--- src/cpar_cfg.svh ---
// constants for the core pointer and accumulator register block
// Functional notes
// - data pointer high byte is an 8-bit register at address 0x83, any page.
// - data pointer low byte at 0x82 pairs with high byte into 16-bit pointer.
// - stack top pointer is an 8-bit read/write register holding stack top.
// - a push increments the stack pointer first, then stores at new location.
// - stack top pointer resets to 0x07, not zero.
// - stack top pointer sits at address 0x81 on every page.
// - primary arithmetic register at 0xE0, any page, bit access, resets to zero.
// - primary register is the accumulator operand and result for arithmetic.
// - second operand register at 0xF0, any page, bit access, resets to zero.
// - second operand register holds second operand or second result byte.
`ifndef CPAR_CFG_SVH
`define CPAR_CFG_SVH
`define CPAR_ADDR_STACK 8'h81
`define CPAR_ADDR_PTR_LO 8'h82
`define CPAR_ADDR_PTR_HI 8'h83
`define CPAR_ADDR_ARITH 8'hE0
`define CPAR_ADDR_SECOND 8'hF0
`define CPAR_RST_STACK 8'h07
`define CPAR_RST_ZERO 8'h00
`define CPAR_BIT_SEL_MSB 7
`define CPAR_BIT_SEL_LSB 3
`define CPAR_BGRP_ARITH 5'h1C
`define CPAR_BGRP_SECOND 5'h1E
`endif

--- src/cpar_pkg.sv ---
// types for the core pointer and accumulator register block
`default_nettype none
package cpar_pkg;
  typedef logic [7:0] cpar_byte_t;
endpackage : cpar_pkg
`default_nettype wire

--- src/cpar_regs.sv ---
// core pointer, stack and accumulator special-function registers
`include "cpar_cfg.svh"
`default_nettype none

// one byte register with execution, byte and bit writes in falling priority
module cpar_arith_byte
  import cpar_pkg::*;
#(
  parameter int WIDTH = 8,
  parameter int IDX_W = 3,
  parameter logic [WIDTH-1:0] RST_VAL = '0
)
(
  // clock and reset
  input wire logic mclk_i,
  input wire logic nrst_i,
  // execution unit write
  input wire logic exec_wr_i,
  input wire logic [WIDTH-1:0] exec_wdata_i,
  // byte write, already qualified by the address decode
  input wire logic byte_wr_i,
  input wire logic [WIDTH-1:0] byte_wdata_i,
  // bit write, already qualified by the address decode
  input wire logic bit_wr_i,
  input wire logic bit_wdata_i,
  input wire logic [IDX_W-1:0] bit_idx_i,
  // stored value
  output logic [WIDTH-1:0] value_o
);
  logic [WIDTH-1:0] value_reg;
  logic [WIDTH-1:0] value_next;

  wire [WIDTH-1:0] bit_one = {{(WIDTH-1){1'b0}}, 1'b1};
  wire [WIDTH-1:0] bit_mask = bit_one << bit_idx_i;
  wire [WIDTH-1:0] bit_set = value_reg | bit_mask;
  wire [WIDTH-1:0] bit_clr = value_reg & ~bit_mask;
  wire [WIDTH-1:0] bit_result = bit_wdata_i ? bit_set : bit_clr;

  // execution result wins: an instruction must never lose its result to a store
  always_comb begin
    value_next = value_reg;
    if (exec_wr_i) begin
      value_next = exec_wdata_i;
    end else if (byte_wr_i) begin
      value_next = byte_wdata_i;
    end else if (bit_wr_i) begin
      value_next = bit_result;
    end
  end

  always_ff @(posedge mclk_i) begin
    if (!nrst_i) begin
      value_reg <= RST_VAL;
    end else begin
      value_reg <= value_next;
    end
  end

  assign value_o = value_reg;
endmodule : cpar_arith_byte

module cpar_regs
  import cpar_pkg::*;
(
  // clock and reset
  input wire logic mclk_i,
  input wire logic nrst_i,
  // special-function byte port, page select ignored since all pages map here
  input wire logic [7:0] sfr_addr_i,
  input wire logic sfr_wr_i,
  input wire logic [7:0] sfr_wdata_i,
  output logic [7:0] sfr_rdata_o,
  output logic sfr_hit_o,
  // bit access port: addr[7:3] picks the register, addr[2:0] the bit
  input wire logic [7:0] bit_addr_i,
  input wire logic bit_wr_i,
  input wire logic bit_wdata_i,
  output logic bit_rdata_o,
  output logic bit_hit_o,
  // execution unit
  input wire logic push_i,
  input wire logic pop_i,
  input wire logic arith_wr_i,
  input wire logic [7:0] arith_wdata_i,
  input wire logic second_wr_i,
  input wire logic [7:0] second_wdata_i,
  input wire logic ptr_word_wr_i,
  input wire logic [15:0] ptr_word_wdata_i,
  output logic push_strobe_o,
  output logic [7:0] push_addr_o,
  output logic [15:0] data_pointer_word_o,
  output logic [7:0] primary_arith_o,
  output logic [7:0] second_operand_o,
  output logic [7:0] stack_top_pointer_o
);
  cpar_byte_t stack_top_pointer_reg;
  cpar_byte_t stack_top_pointer_next;
  cpar_byte_t data_pointer_low_byte;
  cpar_byte_t data_pointer_high_byte;
  cpar_byte_t primary_arith;
  cpar_byte_t second_operand;
  logic push_strobe_reg;
  cpar_byte_t push_addr_reg;
  cpar_byte_t push_addr_next;

  // byte address decode
  wire sel_stack = sfr_addr_i == `CPAR_ADDR_STACK;
  wire sel_ptr_lo = sfr_addr_i == `CPAR_ADDR_PTR_LO;
  wire sel_ptr_hi = sfr_addr_i == `CPAR_ADDR_PTR_HI;
  wire sel_arith = sfr_addr_i == `CPAR_ADDR_ARITH;
  wire sel_second = sfr_addr_i == `CPAR_ADDR_SECOND;
  wire wr_stack = sfr_wr_i & sel_stack;
  wire wr_ptr_lo = sfr_wr_i & sel_ptr_lo;
  wire wr_ptr_hi = sfr_wr_i & sel_ptr_hi;
  wire wr_arith = sfr_wr_i & sel_arith;
  wire wr_second = sfr_wr_i & sel_second;

  // bit address decode
  wire [4:0] bit_grp = bit_addr_i[`CPAR_BIT_SEL_MSB:`CPAR_BIT_SEL_LSB];
  wire [2:0] bit_idx = bit_addr_i[2:0];
  wire bsel_arith = bit_grp == `CPAR_BGRP_ARITH;
  wire bsel_second = bit_grp == `CPAR_BGRP_SECOND;
  wire bwr_arith = bit_wr_i & bsel_arith;
  wire bwr_second = bit_wr_i & bsel_second;

  // pointer word halves
  wire [7:0] ptr_word_lo = ptr_word_wdata_i[7:0];
  wire [7:0] ptr_word_hi = ptr_word_wdata_i[15:8];

  // stack arithmetic wraps at the byte boundary
  wire [7:0] stack_inc = stack_top_pointer_reg + 8'h01;
  wire [7:0] stack_dec = stack_top_pointer_reg - 8'h01;

  // hardware updates win over a software write in the same cycle
  always_comb begin
    stack_top_pointer_next = stack_top_pointer_reg;
    if (push_i) begin
      stack_top_pointer_next = stack_inc;
    end else if (pop_i) begin
      stack_top_pointer_next = stack_dec;
    end else if (wr_stack) begin
      stack_top_pointer_next = sfr_wdata_i;
    end
  end

  assign push_addr_next = push_i ? stack_inc : push_addr_reg;

  always_ff @(posedge mclk_i) begin
    if (!nrst_i) begin
      stack_top_pointer_reg <= `CPAR_RST_STACK;
      push_strobe_reg <= 1'b0;
      push_addr_reg <= `CPAR_RST_ZERO;
    end else begin
      stack_top_pointer_reg <= stack_top_pointer_next;
      push_strobe_reg <= push_i;
      push_addr_reg <= push_addr_next;
    end
  end

  // pointer low byte: no bit access, so its bit write is unused
  cpar_arith_byte #(
    .WIDTH(8),
    .IDX_W(3),
    .RST_VAL(`CPAR_RST_ZERO)
  ) u_ptr_lo (
    .mclk_i(mclk_i),
    .nrst_i(nrst_i),
    .exec_wr_i(ptr_word_wr_i),
    .exec_wdata_i(ptr_word_lo),
    .byte_wr_i(wr_ptr_lo),
    .byte_wdata_i(sfr_wdata_i),
    .bit_wr_i(1'b0),
    .bit_wdata_i(1'b0),
    .bit_idx_i(bit_idx),
    .value_o(data_pointer_low_byte)
  );

  // pointer high byte
  cpar_arith_byte #(
    .WIDTH(8),
    .IDX_W(3),
    .RST_VAL(`CPAR_RST_ZERO)
  ) u_ptr_hi (
    .mclk_i(mclk_i),
    .nrst_i(nrst_i),
    .exec_wr_i(ptr_word_wr_i),
    .exec_wdata_i(ptr_word_hi),
    .byte_wr_i(wr_ptr_hi),
    .byte_wdata_i(sfr_wdata_i),
    .bit_wr_i(1'b0),
    .bit_wdata_i(1'b0),
    .bit_idx_i(bit_idx),
    .value_o(data_pointer_high_byte)
  );

  // primary arithmetic register, bit-addressable
  cpar_arith_byte #(
    .WIDTH(8),
    .IDX_W(3),
    .RST_VAL(`CPAR_RST_ZERO)
  ) u_arith (
    .mclk_i(mclk_i),
    .nrst_i(nrst_i),
    .exec_wr_i(arith_wr_i),
    .exec_wdata_i(arith_wdata_i),
    .byte_wr_i(wr_arith),
    .byte_wdata_i(sfr_wdata_i),
    .bit_wr_i(bwr_arith),
    .bit_wdata_i(bit_wdata_i),
    .bit_idx_i(bit_idx),
    .value_o(primary_arith)
  );

  // second operand register, bit-addressable
  cpar_arith_byte #(
    .WIDTH(8),
    .IDX_W(3),
    .RST_VAL(`CPAR_RST_ZERO)
  ) u_second (
    .mclk_i(mclk_i),
    .nrst_i(nrst_i),
    .exec_wr_i(second_wr_i),
    .exec_wdata_i(second_wdata_i),
    .byte_wr_i(wr_second),
    .byte_wdata_i(sfr_wdata_i),
    .bit_wr_i(bwr_second),
    .bit_wdata_i(bit_wdata_i),
    .bit_idx_i(bit_idx),
    .value_o(second_operand)
  );

  // reads are combinational so a write shows on the next cycle's read
  assign sfr_hit_o = sel_stack | sel_ptr_lo | sel_ptr_hi | sel_arith | sel_second;
  assign sfr_rdata_o = sel_stack ? stack_top_pointer_reg :
                       sel_ptr_lo ? data_pointer_low_byte :
                       sel_ptr_hi ? data_pointer_high_byte :
                       sel_arith ? primary_arith :
                       sel_second ? second_operand : 8'h00;
  assign bit_hit_o = bsel_arith | bsel_second;
  assign bit_rdata_o = bsel_arith ? primary_arith[bit_idx] :
                       bsel_second ? second_operand[bit_idx] : 1'b0;
  // store of the pushed byte is strobed in the same cycle that the incremented pointer shows
  assign push_strobe_o = push_strobe_reg;
  assign push_addr_o = push_addr_reg;
  assign data_pointer_word_o = {data_pointer_high_byte, data_pointer_low_byte};
  assign primary_arith_o = primary_arith;
  assign second_operand_o = second_operand;
  assign stack_top_pointer_o = stack_top_pointer_reg;
endmodule : cpar_regs
`default_nettype wire

--- config.mk ---
export PLATFORM = sky130hd
export DESIGN_NAME = cpar_regs
export DESIGN_NICKNAME = d
export VERILOG_FILES = /design/src/cpar_pkg.sv /design/src/cpar_regs.sv
export VERILOG_INCLUDE_DIRS = /design/src
export SDC_FILE = /design/constraint.sdc
export NUM_CORES = 1
export LEC_CHECK = 0
export BUFFER_PORTS_ARGS = -buffer_cell sky130_fd_sc_hd__clkbuf_2
export CAP_MARGIN = 0
export CORE_ASPECT_RATIO = 1.4
export CORE_MARGIN = 2
export CORE_UTILIZATION = 45
export CTS_CLUSTER_SIZE = 10
export DETAILED_ROUTE_END_ITERATION = 7
export PLACE_DENSITY = 0.78
export SYNTH_ARGS = -nofsm -noshare
export SYNTH_HDL_FRONTEND = slang
export SYNTH_SLANG_ARGS = --single-unit
--- constraint.sdc ---
create_clock -name mclk_i -period 1.5 [get_ports mclk_i]
set_input_delay 0.15 -clock mclk_i [delete_from_list [all_inputs] [get_ports mclk_i]]
set_output_delay 0.15 -clock mclk_i [all_outputs]
set_load 0.005 [all_outputs]
==> flow_summary.yaml <==
clocking:
  path_clk_slew_ns: 0.10
  tritoncts: "yes"
  cts_made_buffers: 5
  insertion_delay_ns: 0.30
  postCtsHoldBufs: 0
  cts_sinks: 49
  root_buffer: "clkbuf_8"
  clockBufferDepth: 2
  htreeDepth: 2
final_layout:
  diodes: 0
  ff_latch_area_um2: 1010
  multi_input_area_um2: 2210
  utilization_pct: 70.1
  fin_nets: 657
  area_growth_pct: 50.7
  stdcell_area_um2: 4890
  drive_gt1_share_pct: 48.8
  stdcell_count: 685
  fillers: 562
  layout_commonest_cell: "clkbuf_2"
  layout_common_cells: "clkbuf_2, buf_4, o21ai_0, dfxtp_1, nor2_1"
logic_synthesis:
  yosys.area.top_type: "dfxtp_1"
  avgSynthCellArea_um2: 8.20
  synth.area.top_cells: "dfxtp_1, mux2i_1, o21ai_0"
  synth_edf_count: 0
  ys_seq_area_share_pct: 30.2
  ys.flop_type: "dfxtp_1"
  yosysWarnings: 0
  synth_top_area_share_pct: 30.2
  synth_fp_nets: 464
  synthArstFlopShare_pct: 0
  synth_cells: 396
  syn_area_um2: 3250
  synth_seq_cells: 49
  ys_types: 52
job:
  max_cap_violations: 0
global_route:
  antenna_found_initial: 0
  grt_pass1_vias: 3960
  grt_overflow: 0
  grt_max_degree: 43
  grt_pass1_wl_um: 19300
  grtUsageTotal_pct: 32.2
floorplan:
  dieArea_um2: 7920
  die_y_um: 105
  die_w_um: 75.8
  start_util_pct: 46.5
  core_area_um2: 6980
  io_pins: 126
  rows: 36
drt:
  drc_errors: 0
  wire_per_inst_um: 19.3
  viasPerCell: 5.98
  num_vias: 4099
  wl_um: 13200
  dr.pass1.iters: 5
  drtIter0Drc: 314
  ant_nets: 0
place:
  place_inst: 657
  post-place-ws_ns: -0.276
  port_buffers: 125
  gp_congestion: 1.00
  place_area_um2: 4400
  place_hpwl_um: 9980
timing:
  drv_slew: 0
  post-route-min-period_ns: 2.00
  setup-violations-final: 11
  fmax_mhz: 499
  hold_viol: 0
  final.period_utilization_pct: 134
  clock_skew_ns: 0.00397
  rsz0062_at_grt: "yes"
  fin_ws_ns: -0.505
  hold_ws_ns: 0.114
  relSlewSlack_pct: 56.7
  worstMarginPinSlew_ns: 0.648
worst_hold_path:
  hold_depth: 3
  min_to: "u_ptr_lo.value_o[5]"
  holdCritPathClass: "in -> reg"
  holdCritStartpoint: "ptr_word_wdata_i[5]"
pwr:
  power.leakage_nw: 2.29
  power.density_nw_per_um2: 710
  vdd_drop_max_v: 0.000507
worst_setup_path:
  regToRegStartpoint: "stack_top_pointer_o[0]"
  endpoint_kind: "output port"
  worstPathRequired_ns: 1.35
  crit_fanout: 2
  critPathKind: "reg -> out"
  arrival_ns: 1.85
  rrSetupSlack_ns: -0.11
  r2r-end: "stack_top_pointer_o[5]"
  r2r_cells: 5
  cp-start-kind: "register"
status:
  run_status: "finished with violations"
  violations: "negative setup slack"
through the flow:
step / total power [W] / setup TNS [ns]
floorplan: 0.00199 / -0.131
global placement: 0.00249 / -2.68
detailed placement: 0.00250 / -3.33
CTS: 0.00339 / -1.29
global route: 0.00363 / -2.05
finish: 0.00347 / -1.56
timing repair:
action | CTS | global route
gates resized for setup | 37 | 48
endpoints found under the hold margin | 0 | 0
pin swaps | 14 | 19
endpoints found under the setup margin | 13 | 18
buffers inserted | 12 | 12
where the power goes:
group / total, W / switching (W) / leakage, nW / internal [W]
sequential: 0.00151 / 0.0000939 / 0.411 / 0.00141
clock: 0.000840 / 0.000465 / 0.0512 / 0.000375
combinational: 0.00113 / 0.000567 / 1.83 / 0.000560
logic make-up after synthesis:
family / after synthesis / share of synthesized area [%]
AO/OA/AOI/OAI: 150 / 29.9
multiplexers: 31 / 11.6
flip-flops: 49 / 30.2
adder cells (fa/ha/maj): 2 / 0.771
buffers and inverters: 40 / 5.59
XOR/XNOR: 10 / 2.70
AND/OR/NAND/NOR: 114 / 19.2
critical path: stages, from the launching register on:
cell	delay, ns
dfxtp_2	0.35
mux4_2	0.47
mux4_2	0.49
and2_4	0.15
clkbuf_2	0.10
synthesized netlist by cell type, types with 3 or more instances:
cell	instances
a32o_1	7
buf_2	3
nor2_1	32
o22ai_1	24
nand2_1	24
a31oi_1	10
o21ai_0	42
nand3_1	12
o221ai_1	16
nand2b_1	3
nor2b_1	12
buf_4	3
inv_1	6
o31ai_1	6
mux2i_1	26
mux4_2	4
clkinv_1	3
clkbuf_1	22
a21oi_1	30
xor2_1	3
nor3_1	5
o211ai_1	3
dfxtp_1	49
and3_1	6
xnor2_1	7
routing by layer:
layer  part of all wire [%]  GRT usage, %  vias to the layer above
met2                     50          54.0                      234
li1                       -             -                     1898
met3                    7.0          6.10                       54
met1                     36          35.9                     1913
met4                    6.9          19.4                        0
met5                      0             0                        -
final cells by class:
cell class | count | share of cell area, %
multi-input cells | 307 | 45.3
repair buffers | 217 | 29.1
flip-flops and latches | 49 | 20.6
well taps | 95 | 2.43
clock buffers | 6 | 1.69
inverters | 9 | 0.691
clock inverters | 2 | 0.281
worst max-delay path by stage:
stage | startpoint | to | slack, ns | cells after the start
floorplan | stack_top_pointer_o[1] | stack_top_pointer_o[5] | -0.12 | 6
global placement | bit_addr_i[0] | bit_rdata_o | -0.29 | 5
detailed placement | bit_addr_i[0] | bit_rdata_o | -0.28 | 5
CTS | register | bit_rdata_o | -0.50 | 4
global route | register | bit_rdata_o | -0.56 | 4
finish | register | bit_rdata_o | -0.50 | 4
No activity file was read; power rests on OpenSTA's default activity.
